$ cat config.mk
export PLATFORM = sky130hd
export DESIGN_NAME = rsso_core
export DESIGN_NICKNAME = d
export VERILOG_FILES = /design/src/core/rsso_pkg.sv /design/src/core/rsso_sync.sv /design/src/core/rsso_softstart.sv /design/src/core/rsso_core.sv
export VERILOG_INCLUDE_DIRS = /design/src /design/src/core
export SDC_FILE = /design/constraint.sdc
export NUM_CORES = 1
export LEC_CHECK = 0
export ABC_AREA = 0
export BUFFER_PORTS_ARGS = -buffer_cell sky130_fd_sc_hd__clkbuf_2
export CAP_MARGIN = 20
export CELL_PAD_IN_SITES_DETAIL_PLACEMENT = 1
export CELL_PAD_IN_SITES_GLOBAL_PLACEMENT = 2
export CORE_ASPECT_RATIO = 0.9
export CORE_MARGIN = 2
export CORE_UTILIZATION = 38
export CTS_CLUSTER_DIAMETER = 80
export CTS_CLUSTER_SIZE = 14
export DETAILED_ROUTE_END_ITERATION = 10
export GPL_TIMING_DRIVEN = 0
export PLACE_DENSITY = 0.78
export SETUP_SLACK_MARGIN = 0.15
export SLEW_MARGIN = 20
export SYNTH_ARGS = -nofsm -noshare
export SYNTH_HDL_FRONTEND = slang
export SYNTH_SLANG_ARGS = --single-unit
$ cat constraint.sdc
create_clock -name clock -period 4.15 [get_ports clock]
set_input_delay 0.6225 -clock clock [delete_from_list [all_inputs] [get_ports clock]]
set_output_delay 0.6225 -clock clock [all_outputs]
set_load 0.02 [all_outputs]
$ cat src/core/rsso_cfg.svh
// Constants for the resonant soft-start and on-time block
`ifndef RSSO_CFG_SVH
`define RSSO_CFG_SVH
`define RSSO_CNT_W        12
`define RSSO_MAX_ON       12'hfff
`define RSSO_SS_STEP      12'h004
`define RSSO_SS_DIV       4'h1
`define RSSO_FAULT_N      4'h4
`define RSSO_DEAD_NS      100
`define RSSO_CLK_NS       8
`define RSSO_DEAD_CYC     ((`RSSO_DEAD_NS + `RSSO_CLK_NS - 1) / `RSSO_CLK_NS)
`define RSSO_SKIP_OFF_CYC 16'h0400
`define RSSO_QS_FRAME     16'h4000
`define RSSO_QS_STEP      16'h0010
`endif

$ cat src/core/rsso_pkg.sv
// Types for the resonant soft-start and on-time block
package rsso_pkg;
   typedef enum logic [2:0] {
      RSSO_IDLE, RSSO_HIGH, RSSO_DEAD_HL, RSSO_LOW, RSSO_DEAD_LH, RSSO_SKIP_OFF, RSSO_FAULT
   } rsso_phase_e;
   typedef logic [11:0] rsso_count_t;
endpackage

$ cat src/core/rsso_sync.sv
// Three-stage input synchroniser, change accepted when stages two and three agree
`timescale 1ns/1ps
module rsso_sync (
   input  wire logic clock,
   input  wire logic srst,
   input  wire logic din,
   output logic      dout
);
   logic s1;
   logic s2;
   logic s3;

   always_ff @(posedge clock) begin
      if (srst) begin
         s1 <= 1'b0;
         s2 <= 1'b0;
         s3 <= 1'b0;
      end else begin
         s1 <= din;
         s2 <= s1;
         s3 <= s2;
      end
   end

   always_ff @(posedge clock) begin
      if (srst) begin
         dout <= 1'b0;
      end else if (s2 == s3) begin
         dout <= s3;
      end
   end
endmodule

$ cat src/core/rsso_softstart.sv
// Saturating soft-start counter clocked by low-side pulses
`timescale 1ns/1ps
`include "rsso_cfg.svh"
module rsso_softstart #(
   parameter int          W     = `RSSO_CNT_W,
   parameter logic [11:0] STEP  = `RSSO_SS_STEP,
   parameter logic [3:0]  DIV   = `RSSO_SS_DIV,
   parameter logic [11:0] MAXV  = `RSSO_MAX_ON
) (
   input  wire logic         clock,
   input  wire logic         srst,
   input  wire logic         load,
   input  wire logic [W-1:0] load_value,
   input  wire logic         low_pulse_start,
   input  wire logic         force_max,
   output logic [W-1:0]      count,
   output logic              at_max
);
   logic [3:0] div_cnt;
   logic [W:0] sum;

   assign sum    = {1'b0, count} + {1'b0, STEP};
   assign at_max = (count == MAXV);

   always_ff @(posedge clock) begin
      if (srst || load) begin
         div_cnt <= 4'h0;
      end else if (low_pulse_start) begin
         div_cnt <= (div_cnt + 4'h1 >= DIV) ? 4'h0 : div_cnt + 4'h1;
      end
   end

   always_ff @(posedge clock) begin
      if (srst) begin
         count <= '0;
      end else if (force_max) begin
         count <= MAXV;
      end else if (load) begin
         count <= load_value;
      end else if (low_pulse_start && (div_cnt + 4'h1 >= DIV)) begin
         // Up only, saturates at the longest on-time
         count <= (sum > {1'b0, MAXV}) ? MAXV : sum[W-1:0];
      end
   end

   chk_ss_monotonic: assert property (@(posedge clock) disable iff (srst)
      !$past(load) && !$past(srst) && !load |-> count >= $past(count))
      else $error("soft-start counter went down");
   chk_ss_ceiling: assert property (@(posedge clock) disable iff (srst)
      count <= MAXV) else $error("soft-start counter above maximum");
   chk_ss_force: assert property (@(posedge clock) disable iff (srst)
      force_max |=> at_max) else $error("skip entry did not end soft-start");
endmodule

$ cat src/core/rsso_core.sv
// Soft-start and on-time generation for a half-bridge resonant controller
//
// What this block does
// - Load soft-start counter at startup end
// - Soft-start counts up, saturates at maximum
// - Add step each low-side on-time
// - Optionally divide low-side pulse clock
// - Skip-entry feedback forces counter to maximum
// - On-time counts up high, down low
// - Reverse at maximum or current-sense end
// - Repeated maximum hits enter protection
// - Limit reference reloads from soft-start
// - Maximum fault ignored until soft-start done
// - Ramp output follows soft-start counter
// - First high-side counts from zero
// - Dead time then low until zero
// - Comparator lows only feed repetition enable, never end high-side
// - Repetition disabled when soft-start begins
// - Repetition re-enabled on periodic comparator lows
// - Light load adds off-time after each cycle
// - Quiet skip regulates burst frequency
// - Startup done when ZVS time short
`timescale 1ns/1ps
`include "rsso_cfg.svh"
module rsso_core
   import rsso_pkg::*;
#(
   parameter int          W        = `RSSO_CNT_W,
   parameter logic [11:0] SS_STEP  = `RSSO_SS_STEP,
   parameter logic [3:0]  SS_DIV   = `RSSO_SS_DIV,
   parameter logic [3:0]  FAULT_N  = `RSSO_FAULT_N,
   parameter bit          LATCHED  = 1'b1,
   parameter int          DEAD_CYC = `RSSO_DEAD_CYC
) (
   input  wire logic            clock,
   input  wire logic            srst,
   input  wire logic            startup_done,
   input  wire rsso_pkg::rsso_count_t startup_on_time,
   input  wire logic            zvs_time_short,
   input  wire logic            cs_terminate,
   input  wire logic            on_time_cmp,
   input  wire logic            fb_below_skip_entry,
   input  wire logic            fb_below_light_load,
   input  wire logic            fb_below_quiet_skip,
   input  wire logic            fault_clear,
   output logic                 gate_driver_output_high,
   output logic                 gate_driver_output_low,
   output rsso_pkg::rsso_count_t ss_dac_code,
   output logic                 soft_start_active,
   output logic                 repeat_enable,
   output logic                 protection_active,
   output logic                 quiet_skip_active
);
   import rsso_pkg::*;

   // ----------------------------------------------------------------
   // Input synchronisers for comparator pins
   // ----------------------------------------------------------------
   logic cs_s;
   logic otc_s;
   logic skip_s;
   logic light_s;
   logic quiet_s;

   rsso_sync u_sync_cs    (.clock(clock), .srst(srst), .din(cs_terminate),        .dout(cs_s));
   rsso_sync u_sync_otc   (.clock(clock), .srst(srst), .din(on_time_cmp),         .dout(otc_s));
   rsso_sync u_sync_skip  (.clock(clock), .srst(srst), .din(fb_below_skip_entry), .dout(skip_s));
   rsso_sync u_sync_light (.clock(clock), .srst(srst), .din(fb_below_light_load), .dout(light_s));
   rsso_sync u_sync_quiet (.clock(clock), .srst(srst), .din(fb_below_quiet_skip), .dout(quiet_s));

   // ----------------------------------------------------------------
   // State and counters
   // ----------------------------------------------------------------
   rsso_phase_e  phase;
   logic [W-1:0] on_cnt;
   logic [W-1:0] max_ref;
   logic [W-1:0] ss_count;
   logic         ss_at_max;
   logic         ss_load;
   logic [7:0]   dead_cnt;
   logic [3:0]   fault_cnt;
   logic [15:0]  off_cnt;
   logic [15:0]  skip_off_len;
   logic [15:0]  frame_cnt;
   logic [3:0]   burst_cnt;
   logic         low_pulse_start;
   logic         reverse;
   logic         hit_max;
   logic         otc_low_seen;
   logic [1:0]   otc_low_cycles;

   // switching starts only when startup_done and zvs_time_short are both high while idle
   assign ss_load = startup_done && zvs_time_short && (phase == RSSO_IDLE);

   rsso_softstart #(
      .W(W), .STEP(SS_STEP), .DIV(SS_DIV), .MAXV(`RSSO_MAX_ON)
   ) u_ss (
      .clock           (clock),
      .srst            (srst),
      .load            (ss_load),
      .load_value      (startup_on_time),
      .low_pulse_start (low_pulse_start),
      .force_max       (skip_s && soft_start_active),
      .count           (ss_count),
      .at_max          (ss_at_max)
   );

   // Limit sits at soft-start value while ramping, full limit after
   assign hit_max = (on_cnt + 12'h001 >= max_ref);
   // Current-sense end or the limit, whichever comes first, reverses the count
   assign reverse = cs_s || hit_max;
   assign low_pulse_start = (phase == RSSO_DEAD_HL) && (dead_cnt == 8'h00);

   // ----------------------------------------------------------------
   // Phase sequencing
   // ----------------------------------------------------------------
   always_ff @(posedge clock) begin
      if (srst) begin
         phase <= RSSO_IDLE;
      end else begin
         case (phase)
            RSSO_IDLE:     if (ss_load) begin
                              phase <= RSSO_HIGH;
                           end
            RSSO_HIGH:     if (reverse) begin
                              phase <= RSSO_DEAD_HL;
                           end
            RSSO_DEAD_HL:  if (dead_cnt == 8'h00) begin
                              phase <= RSSO_LOW;
                           end
            RSSO_LOW:      if (on_cnt <= 12'h001) begin
                              phase <= RSSO_DEAD_LH;
                           end
            RSSO_DEAD_LH:  if (dead_cnt == 8'h00) begin
                              if (protection_active) begin
                                 phase <= RSSO_FAULT;
                              end else if (!soft_start_active && (light_s || quiet_s)) begin
                                 phase <= RSSO_SKIP_OFF;
                              end else begin
                                 phase <= RSSO_HIGH;
                              end
                           end
            RSSO_SKIP_OFF: if (protection_active) begin
                              phase <= RSSO_FAULT;
                           end else if (off_cnt == 16'h0000) begin
                              phase <= RSSO_HIGH;
                           end
            RSSO_FAULT:    if (!LATCHED && fault_clear) begin
                              phase <= RSSO_IDLE;
                           end
            default:       phase <= RSSO_IDLE;
         endcase
      end
   end

   // ----------------------------------------------------------------
   // Bidirectional on-time counter
   // ----------------------------------------------------------------
   always_ff @(posedge clock) begin
      if (srst) begin
         on_cnt <= '0;
      end else if (phase == RSSO_IDLE || phase == RSSO_SKIP_OFF) begin
         on_cnt <= '0;
      end else if (phase == RSSO_HIGH && !reverse) begin
         on_cnt <= on_cnt + 12'h001;
      end else if (phase == RSSO_HIGH) begin
         on_cnt <= on_cnt + 12'h001;
      end else if (phase == RSSO_LOW && on_cnt != '0) begin
         on_cnt <= on_cnt - 12'h001;
      end
   end

   // Dead time between the two drivers
   always_ff @(posedge clock) begin
      if (srst) begin
         dead_cnt <= 8'h00;
      end else if (phase == RSSO_HIGH || phase == RSSO_LOW) begin
         dead_cnt <= 8'(DEAD_CYC - 1);
      end else if (dead_cnt != 8'h00) begin
         dead_cnt <= dead_cnt - 8'h01;
      end
   end

   // Limit reference reloaded at each cycle start during soft-start
   always_ff @(posedge clock) begin
      if (srst) begin
         max_ref <= '0;
      end else if (phase == RSSO_DEAD_LH && dead_cnt == 8'h00) begin
         max_ref <= soft_start_active ? ss_count : `RSSO_MAX_ON;
      end else if (phase == RSSO_IDLE) begin
         // First soft-start pulse runs to the loaded startup on-time
         max_ref <= startup_on_time;
      end
   end

   // ----------------------------------------------------------------
   // Soft-start window and maximum on-time fault
   // ----------------------------------------------------------------
   always_ff @(posedge clock) begin
      if (srst) begin
         soft_start_active <= 1'b0;
      end else if (ss_load) begin
         soft_start_active <= 1'b1;
      end else if (ss_at_max && phase != RSSO_IDLE) begin
         soft_start_active <= 1'b0;
      end
   end

   always_ff @(posedge clock) begin
      if (srst || phase == RSSO_IDLE) begin
         fault_cnt <= 4'h0;
      end else if (phase == RSSO_HIGH && hit_max && !cs_s && !soft_start_active) begin
         fault_cnt <= (fault_cnt == 4'hf) ? fault_cnt : fault_cnt + 4'h1;
      end
   end

   always_ff @(posedge clock) begin
      if (srst) begin
         protection_active <= 1'b0;
      end else if (fault_cnt >= FAULT_N) begin
         protection_active <= 1'b1;
      end else if (!LATCHED && fault_clear && phase == RSSO_FAULT) begin
         protection_active <= 1'b0;
      end
   end

   // ----------------------------------------------------------------
   // Previous on-time repetition enable
   // ----------------------------------------------------------------
   always_ff @(posedge clock) begin
      if (srst || ss_load) begin
         otc_low_seen <= 1'b0;
      end else if (phase == RSSO_HIGH && !otc_s) begin
         otc_low_seen <= 1'b1;
      end else if (phase == RSSO_LOW) begin
         otc_low_seen <= 1'b0;
      end
   end

   // Two cycles in a row with a low comparator count as periodic
   always_ff @(posedge clock) begin
      if (srst || ss_load) begin
         otc_low_cycles <= 2'h0;
      end else if (phase == RSSO_DEAD_HL && dead_cnt == 8'h00) begin
         otc_low_cycles <= otc_low_seen ? ((otc_low_cycles == 2'h2) ? 2'h2 : otc_low_cycles + 2'h1)
                                        : 2'h0;
      end
   end

   always_ff @(posedge clock) begin
      if (srst || ss_load) begin
         repeat_enable <= 1'b0;
      end else if (otc_low_cycles == 2'h2) begin
         repeat_enable <= 1'b1;
      end
   end

   // ----------------------------------------------------------------
   // Light-load off-time and quiet skip burst regulation
   // ----------------------------------------------------------------
   always_ff @(posedge clock) begin
      if (srst) begin
         off_cnt <= 16'h0000;
      end else if (phase == RSSO_DEAD_LH) begin
         off_cnt <= skip_off_len;
      end else if (off_cnt != 16'h0000) begin
         off_cnt <= off_cnt - 16'h0001;
      end
   end

   always_ff @(posedge clock) begin
      if (srst) begin
         frame_cnt <= 16'h0000;
      end else begin
         frame_cnt <= (frame_cnt == `RSSO_QS_FRAME) ? 16'h0000 : frame_cnt + 16'h0001;
      end
   end

   always_ff @(posedge clock) begin
      if (srst || frame_cnt == `RSSO_QS_FRAME) begin
         burst_cnt <= 4'h0;
      end else if (phase == RSSO_SKIP_OFF && off_cnt == 16'h0000 && burst_cnt != 4'hf) begin
         burst_cnt <= burst_cnt + 4'h1;
      end
   end

   // Longer off-time when bursts come too often, shorter when too few
   always_ff @(posedge clock) begin
      if (srst) begin
         skip_off_len <= `RSSO_SKIP_OFF_CYC;
      end else if (!quiet_s) begin
         skip_off_len <= `RSSO_SKIP_OFF_CYC;
      end else if (frame_cnt == `RSSO_QS_FRAME) begin
         if (burst_cnt > 4'h1 && skip_off_len < 16'hffef) begin
            skip_off_len <= skip_off_len + `RSSO_QS_STEP;
         end else if (burst_cnt < 4'h1 && skip_off_len > `RSSO_SKIP_OFF_CYC) begin
            skip_off_len <= skip_off_len - `RSSO_QS_STEP;
         end
      end
   end

   // ----------------------------------------------------------------
   // Outputs
   // ----------------------------------------------------------------
   always_ff @(posedge clock) begin
      if (srst) begin
         gate_driver_output_high <= 1'b0;
         gate_driver_output_low  <= 1'b0;
         ss_dac_code             <= '0;
         quiet_skip_active       <= 1'b0;
      end else begin
         gate_driver_output_high <= (phase == RSSO_HIGH) && !reverse;
         gate_driver_output_low  <= (phase == RSSO_LOW) && (on_cnt > 12'h001);
         // Ramp held at zero while idle, then starts from the loaded startup on-time
         ss_dac_code             <= (phase == RSSO_IDLE) ? '0 : ss_count;
         quiet_skip_active       <= quiet_s && !soft_start_active;
      end
   end

   // ----------------------------------------------------------------
   // Checks
   // ----------------------------------------------------------------
   chk_no_overlap: assert property (@(posedge clock) disable iff (srst)
      !(gate_driver_output_high && gate_driver_output_low))
      else $error("both drivers on");
   chk_reverse_phase: assert property (@(posedge clock) disable iff (srst)
      phase == RSSO_HIGH && reverse |=> phase == RSSO_DEAD_HL)
      else $error("on-time did not reverse");
   chk_limit_ss: assert property (@(posedge clock) disable iff (srst)
      phase == RSSO_DEAD_LH && dead_cnt == 8'h00 && soft_start_active |=> max_ref == $past(ss_count))
      else $error("limit not reloaded from soft-start");
   chk_fault_mask: assert property (@(posedge clock) disable iff (srst)
      soft_start_active && !$past(soft_start_active) |=> fault_cnt == 4'h0)
      else $error("fault counted during soft-start");
   chk_protect_ent: assert property (@(posedge clock) disable iff (srst)
      fault_cnt >= FAULT_N |=> protection_active)
      else $error("protection not entered");
   chk_start_zero: assert property (@(posedge clock) disable iff (srst)
      ss_load |=> phase == RSSO_HIGH && on_cnt == '0)
      else $error("on-time did not start at zero");
   chk_repeat_off: assert property (@(posedge clock) disable iff (srst)
      ss_load |=> !repeat_enable) else $error("repetition still on at soft-start");
   chk_dac_follow: assert property (@(posedge clock) disable iff (srst)
      phase != RSSO_IDLE |=> ss_dac_code == $past(ss_count))
      else $error("ramp not following counter");
   chk_low_after: assert property (@(posedge clock) disable iff (srst)
      phase == RSSO_DEAD_HL ##1 phase == RSSO_LOW |-> ##[0:2] gate_driver_output_low || on_cnt <= 1)
      else $error("low side not driven after dead time");
   cov_ss_done:   cover property (@(posedge clock) soft_start_active ##1 !soft_start_active);
   cov_cs_end:    cover property (@(posedge clock) phase == RSSO_HIGH && cs_s);
   cov_protect:   cover property (@(posedge clock) $rose(protection_active));
   cov_skip:      cover property (@(posedge clock) phase == RSSO_SKIP_OFF);
endmodule

# Word-level counts from Yosys, hierarchy flattened
# Index checks and enable logic that the tools add are counted.
# totals
register_bits	148
out_inout_bits	18
elab_cells	175
# op_classes
n_bitwise	3
reduce_logical	54
addsub	12
mux	33
n_lt_le_gt_ge	10
n_eq_ne	22
# op_table
op	count
2-to-1 mux 12 bit	10
2-to-1 mux 16 bit	4
2-to-1 mux 3 bit	9
one-hot mux 3 bit (7 select lines)	1
logical AND 1 bit	20
adder 16 x 1 -> 16 bit (second input constant)	1
adder 16 x 5 -> 16 bit (second input constant)	1
equality test 16 x 15 -> 1 bit (second input constant)	1
> comparator 16 x 11 -> 1 bit (second input constant)	1
logical NOT 16 bit	1
less-than comparator 16 bit (second input constant)	1
nonzero test 16 bit	1
subtractor 16 x 1 -> 16 bit (second input constant)	1
subtractor 16 x 5 -> 16 bit (second input constant)	1
adder 12 x 3 -> 13 bit (second input constant)	1
> comparator 13 x 12 -> 1 bit (second input constant)	1
adder 12 x 1 -> 12 bit (second input constant)	1
adder 4 x 1 -> 4 bit (second input constant)	3
equality test 12 bit (second input constant)	1
>= comparator 12 bit	1
> comparator 12 x 1 -> 1 bit (second input constant)	1
<= comparator 12 x 1 -> 1 bit (second input constant)	1
2-to-1 mux 4 bit	3
nonzero test 12 bit	1
30 further kinds	67

# Depth between registers and ports, before layout
# logic_depth
depth_word	6
depth_mapped	12
depth_no_buf	12

# Hierarchy
# A second synthesis with hierarchy kept.
# unflattened
hier_cells	899
hier_area_um2	7536.0
# modules_own_cells
module	area_each_um2	n_inst	cells_per_inst	seq_area_each_um2
rsso_core	5959.5	1	724	2162.1
rsso_softstart	1013.5	1	125	320.3
rsso_sync	112.6	5	10	80.1

# Worst setup path before layout
# Ideal clock, no wire load.
# synth_timing
kind	reg2reg
start	register skip_off_len[4]
end	register skip_off_len[15]
stages_incl_launch_ff	10
slack_ns	1.043
arrival_ns	3.036
required_time_ns	4.078
path_cell_list	dfxtp_1 -> nand4_1 -> o31ai_1 -> ha_1 -> a2111oi_0 -> o21ai_0 -> nand4_1 -> nand3b_1 -> a21oi_1 -> mux2i_1
# synth_between
elab_chain_cells	4
word_cells_on_any_way	10
cone_classes	2 x add/sub; 2 x order compare; 2 x mux; 4 x reduce/logical
# synth_rtl
item	line_no	source
from (decl)	rsso_core.sv:83	logic [15:0] skip_off_len;
from (signal assigned)	rsso_core.sv:290	skip_off_len <= `RSSO_SKIP_OFF_CYC;
from (signal assigned)	rsso_core.sv:292	skip_off_len <= `RSSO_SKIP_OFF_CYC;
from (signal assigned)	rsso_core.sv:295	skip_off_len <= skip_off_len + `RSSO_QS_STEP;
less-than comparator 16 bit or > comparator 16 x 11 -> 1 bit (tied branches)	n/a	
logical AND 1 bit (on tied branches)	n/a	
nonzero test 2 bit (no source line)	n/a	
AND reduction 2 bit (no source line)	n/a	
# Parallel ways exist; a longest one is shown, timed or not. The select of a mux whose other input is x is not followed.
# A chain may end at the register's enable or synchronous reset.

# Final worst setup path
# layout_timing
start	register on_cnt[2]
end	register phase[1]
# layout_between
elab_chain_cells	5
word_cells_on_any_way	7
cone_classes	1 x add/sub; 2 x order compare; 2 x eq/ne; 2 x reduce/logical
# layout_rtl
item	line_no	source
from (decl)	rsso_core.sv:75	logic [W-1:0] on_cnt;
from (signal assigned)	rsso_core.sv:165	on_cnt <= on_cnt + 12'h001;
from (signal assigned)	rsso_core.sv:167	on_cnt <= on_cnt + 12'h001;
from (signal assigned)	rsso_core.sv:169	on_cnt <= on_cnt - 12'h001;
adder 12 x 1 -> 12 bit	rsso_core.sv:109	assign hit_max = (on_cnt + 12'h001 >= max_ref);
>= comparator 12 bit	rsso_core.sv:109	
logical OR 1 bit	rsso_core.sv:111	assign reverse = cs_s || hit_max;
inequality test 2 bit (no source line)	n/a	
AND reduction 7 bit (no source line) (*)	n/a	
to (signal assigned)	rsso_core.sv:119	phase <= RSSO_IDLE;
to (signal assigned)	rsso_core.sv:123	phase <= RSSO_HIGH;
to (signal assigned)	rsso_core.sv:126	phase <= RSSO_DEAD_HL;
to (decl)	rsso_core.sv:74	rsso_phase_e phase;
# Mark *: on every way between the ends. The rest lies on a longest branch, timed or not.

==> flow_summary.toml <==
[status]
status = "complete, no violations"

[worst_setup_path]
worstPathMaxFanout = 10
cp-start-kind = "flip-flop"
regToRegSetupSlack_ns = 0.65
worstSetupPathType = "reg2reg"
worstSetupEndpointType = "flip-flop"
arrival_ns = 3.84
worstPathRequired_ns = 4.48

[layout]
utilization_pct = 44.90
nFillCells = 2350
fin_nets = 1024
drive_gt1_share_pct = 9.446
diodes = 0
fin_area_um2 = 8682
syn2layout_area_growth_pct = 15.21

[yosys]
yosysTopAreaCell = "dfxtp_1"
synth_area_leaders = "dfxtp_1 38%, ha_1 6.6%, nor2_1 5.1%"
synth_top_cell_area_share_pct = 38.25
ys_ff_latch = 144
syn_area_um2 = 7536
synthesis.nets = 967
syn_inst = 904
ys_warn_count = 0
synth_edf_count = 0
avgSynthCellArea_um2 = 8.336
synthArstFlopShare_pct = 0
synth.yosys.seq_area_share_pct = 38.25
synthFlopType = "dfxtp_1"
synth_cell_types = 63

[pwr]
power.leakage_nw = 3.462
clkPwrFrac_pct = 33.7
peakVddDrop_mv = 0.3108
p_int_mw = 3.144
pwr-share-comb_pct = 31.8
total_power_mw = 4.978
seq_power_share_pct = 34.5
power.switching_mw = 1.835
p_sw_share_pct = 36.85
powerDensity_nw_per_um2 = 573.4

[routing]
drt_iter0_drc = 275
ant_nets = 0
wl_per_cell_um = 18.38
via_count = 6852
vias_per_cell = 5.598
drc_errors = 0
drt-pass1-iter-count = 4
drt_wl_total_um = 22500

[global_routing]
grt.overflow.total = 0
gr-usage-all-layers_pct = 22.15
grt_max_degree = 17
antenna_found_initial = 0
grt_pass1_vias = 6976
grt_pass1_wl_um = 36910

[sta]
rsz0062_at_grt = "false"
clock_skew_ns = 0.01198
timing.setup.tns_ns = 0
relSlewSlack_pct = 43.41
period_needed_ns = 3.504
fmax_mhz = 285.4
finalHoldViolCount = 0
tightestPinTransition_ns = 0.8488
finalMaxSlewViolations = 0
fin_crit_sh_pct = 84.42
setup_viol = 0

[clock_tree]
post_cts_buffers = 0
clock-sinks = 144
cts_max_level = 4
cts_resized = 0
clkLatencyLatePin_ns = 0.44
cts_hold_buf = 0
cts_tree = "done"
numCtsBuffers = 17
clk_path_buf_depth = 2
root_buffer = "clkbuf_16"
clkSlewWorstSetupHoldPaths_ns = 0.07

[floorplan]
start_util_pct = 38.97
die_height_um = 137.6
die-area_um2 = 20980
die_x_um = 152.4
coreArea_um2 = 19340
rows = 48
num_io_pins = 40

[placed_design]
dpl.hpwl_um = 16820
portBuffers = 37
gpl.final_weighted_congestion = 0.8194
placed_cell_area_um2 = 8046

[flow_run]
maxCapViolCount = 0

[hold_path]
hold_path.class = "in2reg"
flip-flops by register name, summed over array words and instances, names as in the netlist, 2 cells and up:
name	cells
frame_cnt	16
off_cnt	16
max_ref	12
on_cnt	12
skip_off_len	12
ss_dac_code	12
u_ss.count	12
dead_cnt	8
burst_cnt	4
fault_cnt	4
u_ss.div_cnt	4
phase	3
otc_low_cycles	2
per-layer routing:
| layer | up-vias | routed length, µm | GRT usage, % |
|---|---|---|---|
| met5 | - | 0 | 0 |
| met4 | 0 | 330 | 7.150 |
| met3 | 34 | 662 | 3.586 |
| met2 | 112 | 10050 | 36.04 |
| met1 | 3376 | 11460 | 30.30 |
| li1 | 3330 | - | - |
layout make-up:
type,count,area [µm²],area share [%]
Timing Repair Buffer,38,192.7,2.219
Clock inverter,15,210.2,2.421
Tap cell,250,312.8,3.603
Sequential cell,144,2883,33.20
Buffer,46,181.4,2.090
Inverter,35,131.4,1.513
Clock buffer,17,425.4,4.900
Multi-Input combinational cell,679,4345,50.05
critical path, cell delays in order, from the launching register on:
cell,delay (ns)
dfxtp_1,0.31
clkbuf_1,0.34
and4_1,0.32
nand4_1,0.25
nor3_1,0.31
xor2_1,0.28
ha_1,0.30
and4_1,0.18
a221oi_1,0.32
o21a_1,0.42
a21boi_1,0.19
a21o_1,0.18
final timing paths:
kind                       startpoint         endpoint  cells after the start
setup / recovery            on_cnt[2]         phase[1]                     11
hold / removal    fb_below_light_load  u_sync_light.s1                      2
setup reg to reg            on_cnt[2]         phase[1]                     11
hold reg to reg          u_sync_cs.s1     u_sync_cs.s2                      1
power groups by stage:
stage	clock network [mW]	registers [mW]	logic (mW)
after floorplan	0	1.70	1.18
after global placement	0	1.73	1.52
after detailed placement	0	1.75	1.56
after CTS	1.71	1.72	1.58
after global routing	1.77	1.74	1.78
final	1.68	1.72	1.58
Yosys cell counts, drive strengths merged (3+ instances only):
library cell	count
a22oi	3
o21ai	32
a221oi	3
nor4	16
ha	40
nor2	102
nand2	87
nor3	26
a311oi	15
a211oi	14
buf	5
nand4	15
dfxtp	144
or2	4
nor2b	21
or3	9
inv	34
a31oi	7
o211ai	6
and2	3
nand3	28
and3	20
xnor2	32
o31ai	4
nor3b	17
a21oi	53
xor2	31
a21o	14
nand2b	10
and4	4
or4	10
clkbuf	41
nand3b	4
mux2i	13
a2111oi	3
o22ai	10
through the flow:
| step | setup WS (ns) | hold WS [ns] | instances |
|---|---|---|---|
| 3_3_place_gp | 0.2891 | 0.4256 | 1191 |
| 2_1_floorplan | 1.043 | 0.4138 | 904 |
| 3_5_place_dp | 0.6961 | 0.4412 | 1192 |
| 6_report | 0.6464 | 0.3948 | 1224 |
| 4_1_cts | 0.6696 | 0.3804 | 1224 |
| 5_1_grt | 0.4428 | 0.3983 | 1224 |
kinds of logic (layout without fill, tap and decap cells):
| group | Yosys count | count (layout) | synth area share (%) |
|---|---|---|---|
| and+or+nand+nor | 380 | 380 | 25.90 |
| AOI/OAI and AO/OA | 182 | 182 | 15.74 |
| DFF | 144 | 144 | 38.25 |
| buffers and inverters | 81 | 151 | 4.151 |
| xor gates and xnor gates | 63 | 63 | 7.322 |
| adders and majority gates | 41 | 41 | 6.907 |
| muxes | 13 | 13 | 1.727 |
cells in the final DEF, fill, tap and decap left out, types with 15 or more instances in the layout:
cell type  netlist  final
a21oi_1         53     53
a311oi_1        15     15
and3_1          20     20
clkbuf_1        41     41
clkbuf_16        0     17
clkbuf_2         0     37
dfxtp_1        144    144
ha_1            40     40
inv_1           34     34
nand2_1         87     87
nand3_1         28     28
nand4_1         15     15
nor2_1         102    102
nor2b_1         21     21
nor3_1          26     26
nor3b_1         17     17
o21ai_0         30     30
xnor2_1         32     32
xor2_1          31     31
Power figures use the tool's default switching activity.
